`src/dpll_pkg.sv`:
```
package dpll_pkg;

	localparam int          DATA_W       = 32;
	localparam int          ADDR_W       = 8;
	localparam int          CV_W         = 12;
	localparam int          GAIN_W       = 8;
	localparam int          DIV_W        = 16;
	localparam int          ERR_W        = 16;
	localparam int          CNT_W        = 8;
	localparam int          SEL_W        = 3;
	localparam int          ACC_W        = 40;
	localparam int          FRAME_BITS   = 16;

	localparam logic [7:0]  ADR_CTRL     = 8'h00;
	localparam logic [7:0]  ADR_GAIN     = 8'h04;
	localparam logic [7:0]  ADR_DIV      = 8'h08;
	localparam logic [7:0]  ADR_FIXED    = 8'h0C;
	localparam logic [7:0]  ADR_BITSEL   = 8'h10;
	localparam logic [7:0]  ADR_STATUS   = 8'h14;
	localparam logic [7:0]  ADR_CV       = 8'h18;
	localparam logic [7:0]  ADR_IRQ_STAT = 8'h1C;
	localparam logic [7:0]  ADR_IRQ_MASK = 8'h20;

	localparam int          CTRL_DET_SEL   = 0;
	localparam int          CTRL_CLOSED    = 1;
	localparam int          CTRL_LOOP_RST  = 2;
	localparam int          CTRL_LOCK_CLR  = 3;
	localparam int          GAIN_BETA_LSB  = 0;
	localparam int          GAIN_ALPHA_LSB = 8;
	localparam int          BITSEL_REF_LSB = 0;
	localparam int          BITSEL_VCO_LSB = 8;
	localparam int          STAT_OOL       = 0;
	localparam int          STAT_ERR_LSB   = 16;
	localparam int          IRQ_OOL        = 0;
	localparam int          IRQ_FRAME      = 1;
	localparam int          IRQ_W          = 2;

	localparam logic [7:0]  BETA_RST     = 8'h04;
	localparam logic [7:0]  ALPHA_RST    = 8'h09;
	localparam logic [15:0] DIV_RST      = 16'h0004;
	localparam logic [11:0] FIXED_RST    = 12'h800;
	localparam logic [11:0] CV_MID       = 12'h800;
	localparam logic [11:0] CV_MAX       = 12'hFFF;
	localparam logic [2:0]  REFSEL_RST   = 3'h0;
	localparam logic [2:0]  VCOSEL_RST   = 3'h0;
	localparam int          PROP_SHIFT   = 8;
	localparam int          INT_SHIFT    = 16;
	localparam logic [15:0] LOCK_LIMIT   = 16'h0100;

	typedef enum logic [1:0] {
		LOOP_CAPTURE,
		LOOP_FILTER,
		LOOP_SEND,
		LOOP_WAIT
	} loop_state_t;

endpackage
```
`src/dac_link_if.sv`:
```
`timescale 1ns/1ns
interface dac_link_if;
	logic                         start;
	logic [dpll_pkg::CV_W-1:0]    word;
	logic [dpll_pkg::DIV_W-1:0]   divider;
	logic                         busy;
	logic                         done;

	modport ctrl (output start, output word, output divider, input busy, input done);
	modport serial (input start, input word, input divider, output busy, output done);
endinterface

```
`src/dac_serial.sv`:
```
`timescale 1ns/1ns
module dac_serial
(
	input  wire logic   clk_i,
	input  wire logic   rst_i,
	dac_link_if.serial  link,
	output logic        sclk_o,
	output logic        sync_n_o,
	output logic        din_o
);

	logic [dpll_pkg::FRAME_BITS-1:0] shift_reg;
	logic [4:0]                      bit_reg;
	logic [dpll_pkg::DIV_W-1:0]      div_reg;
	logic [dpll_pkg::DIV_W-1:0]      div_cnt_reg;
	logic                            busy_reg;
	logic                            done_reg;
	logic                            half_tick;

	assign half_tick = (div_cnt_reg >= div_reg - 16'h0001) || (div_reg == 16'h0000);
	assign link.busy = busy_reg;
	assign link.done = done_reg;

	always_ff @(posedge clk_i)
	begin
		if (rst_i)
			div_cnt_reg <= 16'h0000;
		else if (!busy_reg || half_tick)
			div_cnt_reg <= 16'h0000;
		else
			div_cnt_reg <= div_cnt_reg + 16'h0001;
	end

	// one frame per start, next start only once idle
	always_ff @(posedge clk_i)
	begin
		done_reg <= 1'b0;
		if (rst_i)
		begin
			busy_reg  <= 1'b0;
			sclk_o    <= 1'b1;
			sync_n_o  <= 1'b1;
			din_o     <= 1'b0;
			shift_reg <= 16'h0000;
			bit_reg   <= 5'h00;
			div_reg   <= dpll_pkg::DIV_RST;
		end
		else if (!busy_reg)
		begin
			sclk_o <= 1'b1;
			if (link.start)
			begin
				busy_reg  <= 1'b1;
				sync_n_o  <= 1'b0;
				shift_reg <= {4'h0, link.word} << 1;
				din_o     <= 1'b0;
				bit_reg   <= 5'(dpll_pkg::FRAME_BITS - 1);
				div_reg   <= link.divider;
			end
		end
		else if (half_tick)
		begin
			if (sclk_o)
				sclk_o <= 1'b0;
			else if (bit_reg == 5'h00)
			begin
				sclk_o   <= 1'b1;
				sync_n_o <= 1'b1;
				busy_reg <= 1'b0;
				done_reg <= 1'b1;
			end
			else
			begin
				sclk_o    <= 1'b1;
				din_o     <= shift_reg[dpll_pkg::FRAME_BITS-1];
				shift_reg <= shift_reg << 1;
				bit_reg   <= bit_reg - 5'h01;
			end
		end
	end

endmodule

```
`src/dpll_core.sv`:
```
// Local design decisions: register access over Wishbone and the register offsets.
`timescale 1ns/1ns
// Overview of operation
// - proportional path plus integrating path in filter
// - first-order gain from 8-bit beta
// - second-order gain from 8-bit alpha
// - detector error gives direction and magnitude
// - select 1 frequency, 0 bang-bang detector
// - readable error of selected detector
// - reference counter bit select
// - control word shifted out to DAC
// - divider sets serial bit clock rate
// - everything clocked by the VCO clock
// - open loop sends fixed control value
// - sticky out-of-lock flag
// - lock clear clears the sticky flag
// - reset control reinitialises loop logic
// - closed-loop select 1 closed, 0 fixed
// - VCO counter bit select
module dpll_core
(
	input  wire logic                          clk_i,
	input  wire logic                          rst_i,
	input  wire logic                          wb_cyc_i,
	input  wire logic                          wb_stb_i,
	input  wire logic                          wb_we_i,
	input  wire logic [dpll_pkg::ADDR_W-1:0]   wb_adr_i,
	input  wire logic [dpll_pkg::DATA_W-1:0]   wb_dat_i,
	input  wire logic [3:0]                    wb_sel_i,
	output logic      [dpll_pkg::DATA_W-1:0]   wb_dat_o,
	output logic                               wb_ack_o,
	input  wire logic                          ref_i,
	output logic                               dac_sclk_o,
	output logic                               dac_sync_n_o,
	output logic                               dac_din_o,
	output logic                               irq_o
);

	logic                             det_sel_reg;
	logic                             closed_reg;
	logic                             loop_rst_reg;
	logic                             lock_clr;
	logic [dpll_pkg::GAIN_W-1:0]      beta_reg;
	logic [dpll_pkg::GAIN_W-1:0]      alpha_reg;
	logic [dpll_pkg::DIV_W-1:0]       div_reg;
	logic [dpll_pkg::CV_W-1:0]        fixed_reg;
	logic [dpll_pkg::SEL_W-1:0]       refsel_reg;
	logic [dpll_pkg::SEL_W-1:0]       vcosel_reg;
	logic [dpll_pkg::IRQ_W-1:0]       irq_stat_reg;
	logic [dpll_pkg::IRQ_W-1:0]       irq_stat_next;
	logic [dpll_pkg::IRQ_W-1:0]       irq_mask_reg;
	logic                             wr_en;
	logic [dpll_pkg::DATA_W-1:0]      wmask;
	logic [dpll_pkg::DATA_W-1:0]      wdat;

	logic                             loop_rst;
	logic                             ref_s1_reg;
	logic                             ref_s2_reg;
	logic                             ref_d_reg;
	logic                             ref_rise;
	logic [dpll_pkg::CNT_W-1:0]       ref_cnt_reg;
	logic [dpll_pkg::CNT_W-1:0]       vco_cnt_reg;
	logic                             ref_bit_d_reg;
	logic                             vco_bit_d_reg;
	logic                             ref_bit;
	logic                             vco_bit;
	logic signed [dpll_pkg::ERR_W-1:0] bb_acc_reg;
	logic signed [dpll_pkg::ERR_W-1:0] fd_acc_reg;
	logic signed [dpll_pkg::ERR_W-1:0] bb_vote;
	logic signed [dpll_pkg::ERR_W-1:0] fd_vote;
	logic signed [dpll_pkg::ERR_W-1:0] err_sel;
	logic signed [dpll_pkg::ERR_W-1:0] err_reg;
	logic signed [dpll_pkg::ACC_W-1:0] integ_reg;
	logic signed [dpll_pkg::ACC_W-1:0] err_wide;
	logic signed [dpll_pkg::ACC_W-1:0] sum;
	logic [dpll_pkg::CV_W-1:0]        cv_reg;
	logic                             ool_reg;
	logic                             ool_event;
	dpll_pkg::loop_state_t            state_reg;

	dac_link_if link ();

	function automatic logic [dpll_pkg::DATA_W-1:0] lane_mask(input logic [3:0] sel);
		lane_mask = {{8{sel[3]}}, {8{sel[2]}}, {8{sel[1]}}, {8{sel[0]}}};
	endfunction

	function automatic logic signed [dpll_pkg::ACC_W-1:0] acc_ext(input logic signed [dpll_pkg::ERR_W-1:0] v);
		acc_ext = {{(dpll_pkg::ACC_W-dpll_pkg::ERR_W){v[dpll_pkg::ERR_W-1]}}, v};
	endfunction

	assign wdat     = wb_dat_i;
	assign wr_en    = wb_cyc_i && wb_stb_i && wb_we_i && wb_ack_o;
	assign wmask    = lane_mask(wb_sel_i);
	assign lock_clr = wr_en && (wb_adr_i == dpll_pkg::ADR_CTRL) && wmask[dpll_pkg::CTRL_LOCK_CLR]
		&& wb_dat_i[dpll_pkg::CTRL_LOCK_CLR];
	assign loop_rst = rst_i || loop_rst_reg;

	// bus answer one cycle after request, drops the cycle after
	always_ff @(posedge clk_i)
	begin
		if (rst_i)
			wb_ack_o <= 1'b0;
		else
			wb_ack_o <= wb_cyc_i && wb_stb_i && !wb_ack_o;
	end

	always_ff @(posedge clk_i)
	begin
		if (rst_i)
			wb_dat_o <= 32'h0000_0000;
		else if (wb_cyc_i && wb_stb_i && !wb_ack_o)
		begin
			if (wb_adr_i == dpll_pkg::ADR_CTRL)
				wb_dat_o <= {30'h0000_0000, closed_reg, det_sel_reg};
			else if (wb_adr_i == dpll_pkg::ADR_GAIN)
				wb_dat_o <= {16'h0000, alpha_reg, beta_reg};
			else if (wb_adr_i == dpll_pkg::ADR_DIV)
				wb_dat_o <= {16'h0000, div_reg};
			else if (wb_adr_i == dpll_pkg::ADR_FIXED)
				wb_dat_o <= {20'h0_0000, fixed_reg};
			else if (wb_adr_i == dpll_pkg::ADR_BITSEL)
				wb_dat_o <= {21'h00_0000, vcosel_reg, 5'h00, refsel_reg};
			else if (wb_adr_i == dpll_pkg::ADR_STATUS)
				wb_dat_o <= {err_sel, 15'h0000, ool_reg};
			else if (wb_adr_i == dpll_pkg::ADR_CV)
				wb_dat_o <= {20'h0_0000, cv_reg};
			else if (wb_adr_i == dpll_pkg::ADR_IRQ_STAT)
				wb_dat_o <= {30'h0000_0000, irq_stat_reg};
			else if (wb_adr_i == dpll_pkg::ADR_IRQ_MASK)
				wb_dat_o <= {30'h0000_0000, irq_mask_reg};
			else
				wb_dat_o <= 32'h0000_0000;
		end
	end

	// configuration writes, byte lanes honoured
	always_ff @(posedge clk_i)
	begin
		loop_rst_reg <= 1'b0;
		if (rst_i)
		begin
			det_sel_reg  <= 1'b0;
			closed_reg   <= 1'b1;
			beta_reg     <= dpll_pkg::BETA_RST;
			alpha_reg    <= dpll_pkg::ALPHA_RST;
			div_reg      <= dpll_pkg::DIV_RST;
			fixed_reg    <= dpll_pkg::FIXED_RST;
			refsel_reg   <= dpll_pkg::REFSEL_RST;
			vcosel_reg   <= dpll_pkg::VCOSEL_RST;
			irq_mask_reg <= 2'h0;
		end
		else if (wr_en)
		begin
			if (wb_adr_i == dpll_pkg::ADR_CTRL && wb_sel_i[0])
			begin
				det_sel_reg  <= wdat[dpll_pkg::CTRL_DET_SEL];
				closed_reg   <= wdat[dpll_pkg::CTRL_CLOSED];
				loop_rst_reg <= wdat[dpll_pkg::CTRL_LOOP_RST];
			end
			else if (wb_adr_i == dpll_pkg::ADR_GAIN)
			begin
				if (wb_sel_i[0])
					beta_reg <= wdat[dpll_pkg::GAIN_BETA_LSB +: 8];
				if (wb_sel_i[1])
					alpha_reg <= wdat[dpll_pkg::GAIN_ALPHA_LSB +: 8];
			end
			else if (wb_adr_i == dpll_pkg::ADR_DIV)
				div_reg <= (div_reg & ~wmask[15:0]) | (wdat[15:0] & wmask[15:0]);
			else if (wb_adr_i == dpll_pkg::ADR_FIXED)
				fixed_reg <= (fixed_reg & ~wmask[11:0]) | (wdat[11:0] & wmask[11:0]);
			else if (wb_adr_i == dpll_pkg::ADR_BITSEL)
			begin
				if (wb_sel_i[0])
					refsel_reg <= wdat[dpll_pkg::BITSEL_REF_LSB +: 3];
				if (wb_sel_i[1])
					vcosel_reg <= wdat[dpll_pkg::BITSEL_VCO_LSB +: 3];
			end
			else if (wb_adr_i == dpll_pkg::ADR_IRQ_MASK && wb_sel_i[0])
				irq_mask_reg <= wdat[1:0];
		end
	end

	// reference pin synchroniser and edge detect
	always_ff @(posedge clk_i)
	begin
		if (rst_i)
		begin
			ref_s1_reg <= 1'b0;
			ref_s2_reg <= 1'b0;
			ref_d_reg  <= 1'b0;
		end
		else
		begin
			ref_s1_reg <= ref_i;
			ref_s2_reg <= ref_s1_reg;
			ref_d_reg  <= ref_s2_reg;
		end
	end
	assign ref_rise = ref_s2_reg && !ref_d_reg;

	// free-running counters, all on the VCO clock
	always_ff @(posedge clk_i)
	begin
		if (loop_rst)
		begin
			ref_cnt_reg   <= 8'h00;
			vco_cnt_reg   <= 8'h00;
			ref_bit_d_reg <= 1'b0;
			vco_bit_d_reg <= 1'b0;
		end
		else
		begin
			ref_cnt_reg   <= ref_cnt_reg + {7'h00, ref_rise};
			vco_cnt_reg   <= vco_cnt_reg + 8'h01;
			ref_bit_d_reg <= ref_bit;
			vco_bit_d_reg <= vco_bit;
		end
	end
	assign ref_bit = ref_cnt_reg[refsel_reg];
	assign vco_bit = vco_cnt_reg[vcosel_reg];

	// signed votes: sign is direction, accumulated count is speed
	always_comb
	begin
		bb_vote = 16'sh0000;
		if (ref_rise)
			bb_vote = vco_bit ? -16'sh0001 : 16'sh0001;
		fd_vote = 16'sh0000;
		if ((ref_bit != ref_bit_d_reg) && (vco_bit == vco_bit_d_reg))
			fd_vote = 16'sh0001;
		else if ((ref_bit == ref_bit_d_reg) && (vco_bit != vco_bit_d_reg))
			fd_vote = -16'sh0001;
	end

	assign err_sel = det_sel_reg ? fd_acc_reg : bb_acc_reg;

	// accumulators dumped into the filter each update
	always_ff @(posedge clk_i)
	begin
		if (loop_rst)
		begin
			bb_acc_reg <= 16'sh0000;
			fd_acc_reg <= 16'sh0000;
		end
		else if (state_reg == dpll_pkg::LOOP_CAPTURE)
		begin
			bb_acc_reg <= bb_vote;
			fd_acc_reg <= fd_vote;
		end
		else
		begin
			bb_acc_reg <= bb_acc_reg + bb_vote;
			fd_acc_reg <= fd_acc_reg + fd_vote;
		end
	end

	assign err_wide = acc_ext(err_reg);
	assign sum = $signed({28'h000_0000, dpll_pkg::CV_MID}) + (integ_reg >>> alpha_reg)
		+ ((err_wide <<< dpll_pkg::PROP_SHIFT) >>> beta_reg);

	// update sequence: capture, filter, send, wait for frame end
	always_ff @(posedge clk_i)
	begin
		if (loop_rst)
		begin
			state_reg <= dpll_pkg::LOOP_CAPTURE;
			err_reg   <= 16'sh0000;
			integ_reg <= 40'sh00_0000_0000;
			cv_reg    <= dpll_pkg::CV_MID;
			ool_event <= 1'b0;
		end
		else
		begin
			ool_event <= 1'b0;
			case (state_reg)
				dpll_pkg::LOOP_CAPTURE:
				begin
					err_reg   <= err_sel;
					state_reg <= dpll_pkg::LOOP_FILTER;
				end
				dpll_pkg::LOOP_FILTER:
				begin
					integ_reg <= integ_reg + (err_wide <<< dpll_pkg::INT_SHIFT);
					if (sum < 0)
						cv_reg <= 12'h000;
					else if (sum > $signed({28'h000_0000, dpll_pkg::CV_MAX}))
						cv_reg <= dpll_pkg::CV_MAX;
					else
						cv_reg <= sum[dpll_pkg::CV_W-1:0];
					ool_event <= (sum < 0) || (sum > $signed({28'h000_0000, dpll_pkg::CV_MAX}))
						|| (err_reg > $signed(dpll_pkg::LOCK_LIMIT)) || (-err_reg > $signed(dpll_pkg::LOCK_LIMIT));
					state_reg <= dpll_pkg::LOOP_SEND;
				end
				dpll_pkg::LOOP_SEND:
					state_reg <= dpll_pkg::LOOP_WAIT;
				default:
					if (link.done)
						state_reg <= dpll_pkg::LOOP_CAPTURE;
			endcase
		end
	end

	assign link.start   = (state_reg == dpll_pkg::LOOP_SEND) && !link.busy;
	assign link.word    = closed_reg ? cv_reg : fixed_reg;
	assign link.divider = div_reg;

	// sticky out-of-lock, a new loss wins over a clear
	always_ff @(posedge clk_i)
	begin
		if (loop_rst)
			ool_reg <= 1'b0;
		else if (ool_event)
			ool_reg <= 1'b1;
		else if (lock_clr)
			ool_reg <= 1'b0;
	end

	always_comb
	begin
		irq_stat_next = irq_stat_reg;
		if (wr_en && wb_adr_i == dpll_pkg::ADR_IRQ_STAT && wb_sel_i[0])
			irq_stat_next = irq_stat_next & ~wb_dat_i[1:0];
		if (ool_event)
			irq_stat_next[dpll_pkg::IRQ_OOL] = 1'b1;
		if (link.done)
			irq_stat_next[dpll_pkg::IRQ_FRAME] = 1'b1;
	end

	always_ff @(posedge clk_i)
	begin
		if (rst_i)
		begin
			irq_stat_reg <= 2'h0;
			irq_o        <= 1'b0;
		end
		else
		begin
			irq_stat_reg <= irq_stat_next;
			irq_o        <= |(irq_stat_next & irq_mask_reg);
		end
	end

	dac_serial u_dac_serial
	(
		.clk_i    (clk_i),
		.rst_i    (loop_rst),
		.link     (link.serial),
		.sclk_o   (dac_sclk_o),
		.sync_n_o (dac_sync_n_o),
		.din_o    (dac_din_o)
	);

endmodule

```
`config.mk`:
```
export PLATFORM = sky130hd
export DESIGN_NAME = dpll_core
export DESIGN_NICKNAME = d
export VERILOG_FILES = /design/src/dpll_pkg.sv /design/src/dac_link_if.sv /design/src/dac_serial.sv /design/src/dpll_core.sv
export SDC_FILE = /design/constraint.sdc
export NUM_CORES = 1
export LEC_CHECK = 0
export BUFFER_PORTS_ARGS = -buffer_cell sky130_fd_sc_hd__buf_2
export CAP_MARGIN = 10
export CORE_MARGIN = 2
export CORE_UTILIZATION = 61
export DETAILED_ROUTE_END_ITERATION = 12
export PLACE_DENSITY = 0.84
export SETUP_SLACK_MARGIN = 0.05
export SYNTH_ARGS = -nofsm -noshare
export SYNTH_HDL_FRONTEND = slang
export SYNTH_SLANG_ARGS = --single-unit
```
`constraint.sdc`:
```
create_clock -name clk_i -period 6.9 [get_ports clk_i]
set_input_delay 1.38 -clock clk_i [delete_from_list [all_inputs] [get_ports clk_i]]
set_output_delay 1.38 -clock clk_i [all_outputs]
set_load 0.05 [all_outputs]
```
Yosys cells after proc, flatten, opt, wreduce, memory -nomap -nowiden. Cells that the tools add are included.

$add $sub $neg: 11. $mul: 0. Div/mod/pow operators: 0. Magnitude comparators: 7. Eq/ne operators: 18. Shifts and indexed selects: 2. Muxes and demuxes: 56. Bitwise gates (word level): 20. Reductions and logical operators: 48.

Operators by type and width (count): 16-bit 2-to-1 mux (12); 32-bit 2-to-1 mux (6); 12-bit 2-to-1 mux (4); 13-bit by 40-bit adder with 40-bit output (first input constant) (1); 40-bit by 32-bit adder with 40-bit output (1); 40-bit adder (1); 40-bit by 13-bit greater-than comparator with 1-bit output (second input constant) (1); 40-bit by 1-bit < comparator with 1-bit output (second input constant) (1); 24-bit by 8-bit >>> shifter with 40-bit output (1); 40-bit by 8-bit >>> shifter with 40-bit output (1); 16-bit adder (2); 16-bit bitwise AND (2); 8-bit by 5-bit equality test with 1-bit output (second input constant) (4); 16-bit by 10-bit greater-than comparator with 1-bit output (second input constant) (2); 5-bit 2-to-1 mux (5); 12-bit bitwise AND (2); 1-bit 2-to-1 mux (22); 7-bit AND reduction (3); 4-bit AND reduction (5); 16-bit by 1-bit adder with 16-bit output (second input constant) (1); 8-bit by 4-bit equality test with 1-bit output (second input constant) (2); 16-bit greater-or-equal comparator (1); 16-bit zero test (1); 16-bit negator (1); other kinds (35) (80).

Register bits: 274. Bits in latches: 0. Bits in writable memories: 0. Memory bits (read-only): 0. Input port bits: 50. Output and inout bits: 37. Logic and storage cells: 200. Memories kept: 0.

Logic depth before layout (Yosys ltp).
Word-level depth: 10. Gate-level depth with buffers: 27. Depth with buffers taken out: 25.

Cells and area by module. A second synthesis with hierarchy kept.

Cells, all modules: 2418. Area total of the unflattened synthesis: 19318.5 sq um.

By module, submodules not included: dpll_core (instances 1, cells each 2042, area an instance 16148.0 sq um, seq. area each 4003.8 sq um); dac_serial (instances 1, cells each 376, area an instance 3170.5 sq um, seq. area each 1141.1 sq um).

Worst setup path after synthesis. No wires, ideal clock.

Path kind: register to register. Start point: register alpha_reg[0] in the netlist's numbering. End point: register cv_reg[11] in the netlist's numbering. Setup time: 0.134 ns. Arrival: 5.256 ns. Data required time: 6.766 ns. Slack: 1.510 ns. Cell stages (with the launch flop): 27. Buffers on the path: 2. Period minus slack after synthesis: 5.390 ns. Cells stage by stage: dfxtp_1 clkbuf_1 clkbuf_1 mux2_2 o21ai_0 mux2i_1 mux2i_1 mux2i_1 a211oi_1 a21oi_1 nor2_1 nor2_1 ha_1 ha_1 inv_1 fa_1 or2b_1 a21oi_1 o21ai_0 a31oi_1 o211ai_2 o211a_1 xnor2_1 nor4_2 nand2_2 o311ai_1 nand3_1.

Cells in the longest elaborated chain, start to end: 6. Elaborated cells between the ends (all ways): 7. Classes of those cells: add/sub (2); order compare (2); shift (1); mux (2).

Ends and longest elaborated chain: start: declaration (RTL line dpll_core.sv:44) `logic [dpll_pkg::GAIN_W-1:0] alpha_reg;`; start signal: assignment (RTL line dpll_core.sv:145) `alpha_reg <= dpll_pkg::ALPHA_RST;`; start signal: assignment (RTL line dpll_core.sv:165) `alpha_reg <= wdat[dpll_pkg::GAIN_ALPHA_LSB +: 8];`; 40-bit by 8-bit >>> shifter with 40-bit output * (RTL line dpll_core.sv:258) `assign sum = $signed({28'h000_0000, dpll_pkg::CV_MID}) + (integ_reg >>> alpha_reg)`; 13-bit by 40-bit adder with 40-bit output * (RTL line dpll_core.sv:258); 40-bit adder * (RTL line dpll_core.sv:259) `+ ((err_wide <<< dpll_pkg::PROP_SHIFT) >>> beta_reg);`; 40-bit by 13-bit greater-than comparator with 1-bit output (RTL line dpll_core.sv:286) `else if (sum > $signed({28'h000_0000, dpll_pkg::CV_MAX}))`; 12-bit 2-to-1 mux (RTL line dpll_core.sv:286); 12-bit 2-to-1 mux * (RTL line dpll_core.sv:284) `if (sum < 0)`; end signal: assignment (RTL line dpll_core.sv:269) `cv_reg <= dpll_pkg::CV_MID;`; end signal: assignment (RTL line dpll_core.sv:287) `cv_reg <= dpll_pkg::CV_MAX;`; end signal: assignment (RTL line dpll_core.sv:289) `cv_reg <= sum[dpll_pkg::CV_W-1:0];`; end: declaration (RTL line dpll_core.sv:76) `logic [dpll_pkg::CV_W-1:0] cv_reg;`.

Mark *: on every way between the ends. The rest lies on a longest branch, timed or not. A chain may end at the register's enable or synchronous reset.

Final worst setup path.
Start point: register alpha_reg[0] in the netlist's numbering. End point: register cv_reg[9] in the netlist's numbering.

Same word-level chain as after synthesis.

==> summary.txt <==
total number of placement rows = 65
reg-to-reg endpoint = cv_reg[9]
final setup skew = 0.02640 ns
portion of the post-synthesis area used by sequential elements = 26.35%
die outline height = 182.9 microns
NumNets Final = 2664
cts bufs inserted = 28
routed wire length per instance = 19.09 microns
synthesized area divided by synthesized cell count = 7.914 sq um
share of total power consumed by net switching = 36.00%
Top Ports = 87
actual transition at the worst max-transition pin = 1.147 ns
internal power = 3.138 mW
vias in the first global route = 17910
total routed wirelength = 54.97 mm
logic gate share of total power = 32.6%
antenna-violating nets left = 0
post-route fraction of the period consumed by the critical path = 92.54%
WHS Path Cells = 1
Max Fanout on Critical Path = 27
weighted congestion at the end of routability-driven global placement = 0.9891
net switching power = 1.766 mW
via count normalized by instance count = 6.431
count of hold-fix buffers inserted at cts = 0
H-Tree Level Count = 1
CTS clock-pin slew for the worst setup and hold paths = 0.06 ns
DR pass1 iterations = 7
summed negative setup slack over all endpoints = 0 ns
worst-path cell chain = buf_12, mux2_2, o21ai_0, o21ai_0, mux2_2, a21boi_1, nand2_1, o211ai_1, nand2_1, ha_1, ha_1, nor2b_1, a2111oi_0, nand4_1, nor4_1, o2111ai_1, nor4_2, nand4_1, nor4_2, nand2_2, nor2_4, a311oi_1
leading cell types by total area after synthesis = sky130_fd_sc_hd__dfxtp_1, sky130_fd_sc_hd__ha_1, sky130_fd_sc_hd__mux2i_1, sky130_fd_sc_hd__nor2_1, sky130_fd_sc_hd__a21oi_1
relative contribution of the clock network to total power = 31.0%
sequential share of power = 36.4%
length in cells of the worst reg-to-reg path = 22
total die area = 33460 sq um
ys async rst share = 0%
biggest area consumer among synthesized cells = sky130_fd_sc_hd__dfxtp_1
detailed placement HPWL = 41.21 mm
Tot GR Track Use = 32.27%
post-synthesis sequential element count = 257
fill cell total of the finished layout = 2583
fraction of layout cells with a size suffix above 1 = 10.23%
Highest Clock Rate = 0.1566 GHz
max_slew headroom = 22.96%
Multi-input gate area = 13530 sq um
Power Density = 234.0 nW/um^2
cell family with the largest share of critical-path delay = simple AND/OR/NAND/NOR gates
critical hold path startpoint = ref_s1_reg
distinct cell type count after synthesis = 99
number of hold-slack violations in the final timing report = 0
Bufs on Longest Clock Path = 3
core box area = 31560 sq um
sequential standard cell area = 5146 sq um
initial antenna violation count = 4
cell count after synthesis = 2467
crit path capture type = register
CTS tree = done
insertion delay of the later-clocked pin in the worst-skew pair = 0.56 ns
Post-synth EDFFs = 0
worst path buffer plus inverter count = 1
gr ovfl total = 0
wire length of the first global-routing pass = 89.32 mm
Critical Path Start = alpha_reg[0]
starting density of the core = 61.88%
Remaining DRCs = 0
Worst Hold Path EP = ref_s2_reg
most instantiated library cell after synthesis = sky130_fd_sc_hd__nor2_1
area of the mapped netlist = 19520 sq um
worst endpoint required time = 7.27 ns
Final Slew Violations = 0
CP max-delay cell = sky130_fd_sc_hd__a2111oi_0
width of the chip = 182.9 microns
Post-Syn Nets = 2680
leak pwr = 8.729 nW
worst setup timing slack at the placement stage = 0.5453 ns
setup slack on the worst flop-to-flop path = 0.51 ns
port buffer count = 68
Post-CTS Repair Setup Buffers = 0
setup violation total in the final timing report = 0
FF-to-FF Start = alpha_reg[0]
worst ir drop on vdd = 0.0001936 V
Critical Path AT = 6.76 ns
worst setup path category = register to register
dominant synthesized flop cell = sky130_fd_sc_hd__dfxtp_1
number of synthesis warnings = 0
pin count of the biggest net entering global routing = 95
path class of the lowest-slack min-delay path = register to register
top-area cell type share of the netlist area = 26.35%
routed vias = 18520
clk sinks = 257
unrepaired setup endpoints after global routing = no
post-route setup slack = 0.5147 ns
number of maximum-capacitance constraint violations = 0
initial drt markers = 1533
layout-stage area growth over the synthesis result = 7.357%
result of the run = completed
critical path's largest stage delay = 0.63 ns
most instantiated cells after synthesis = sky130_fd_sc_hd__nor2_1, sky130_fd_sc_hd__dfxtp_1, sky130_fd_sc_hd__nand2_1
CTS root buffer = sky130_fd_sc_hd__clkbuf_16
category of the worst setup path launch point = register
crit path time final = 6.385 ns
[through the flow]
step | area [sq um] | std cells | power [mW] | hold slack, ns | utilization (%)
6_report | 20960 | 2879 | 4.904 | 0.4464 | 66.43
5_1_grt | 20960 | 2877 | 5.159 | 0.4588 | 66.41
4_1_cts | 20950 | 2875 | 4.887 | 0.4518 | 66.40
3_5_place_dp | 20010 | 2823 | 3.370 | 0.4231 | 63.42
3_3_place_gp | 20010 | 2823 | 3.302 | 0.4287 | 63.42
2_1_floorplan | 19530 | 2467 | 3.002 | 0.4138 | -
[routing by layer]
layer	part of all wire [%]	global-route usage [%]	vias up
met2	47	55.83	755
li1	-	-	8858
met4	4.1	13.47	0
met5	0	0	-
met3	7.0	3.554	160
met1	42	40.99	8742
[power groups by stage]
stage	clock [mW]	sequential [mW]	combinational [mW]
2_1_floorplan	0	1.77	1.23
3_3_place_gp	0	1.79	1.51
3_5_place_dp	0	1.80	1.57
4_1_cts	1.53	1.78	1.58
5_1_grt	1.59	1.80	1.77
6_report	1.52	1.78	1.60
[kinds of logic after synthesis]
kind of cell | count (synthesis) | share of synthesized area (%)
xor gates and xnor gates | 97 | 4.351
DFF | 257 | 26.35
muxes | 228 | 12.37
buffers and inverters | 210 | 4.415
adders and majority gates | 163 | 10.60
AOI/OAI and AO/OA | 653 | 21.67
and+or+nand+nor | 859 | 20.24
[area by class of cell]
cell class	instances	share of cell area (%)
Antenna cell	4	0.04775
Clock buffer	40	3.946
Clock inverter	12	0.5372
Inverter	63	1.128
Multi-Input combinational cell	2000	64.53
Sequential cell	257	24.55
Tap cell	402	2.400
Timing Repair Buffer	101	2.865
[worst max path at each step]
stage / endpoint / cells after the start
finish: cv_reg[9] / 22
global route: cv_reg[11] / 23
CTS: cv_reg[9] / 24
detailed placement: cv_reg[9] / 25
global placement: cv_reg[10] / 24
floorplan: cv_reg[11] / 26
[layout by cell type (no fill, tap or decap), types with 49 or more instances in the layout]
cell type / instances
sky130_fd_sc_hd__nor2_1: 347
sky130_fd_sc_hd__dfxtp_1: 256
sky130_fd_sc_hd__nand2_1: 213
sky130_fd_sc_hd__a21oi_1: 212
sky130_fd_sc_hd__mux2i_1: 170
sky130_fd_sc_hd__ha_1: 157
sky130_fd_sc_hd__o21ai_0: 132
sky130_fd_sc_hd__buf_2: 68
sky130_fd_sc_hd__inv_1: 60
sky130_fd_sc_hd__nand3_1: 55
sky130_fd_sc_hd__xnor2_1: 52
sky130_fd_sc_hd__mux2_2: 52
sky130_fd_sc_hd__nor3_1: 49
[timing repair]
item / CTS / global route
resized for setup: 0 / 1
setup endpoints to repair: 0 / 9
hold endpoints to repair: 0 / 0
No activity file was read; power rests on OpenSTA's default activity.
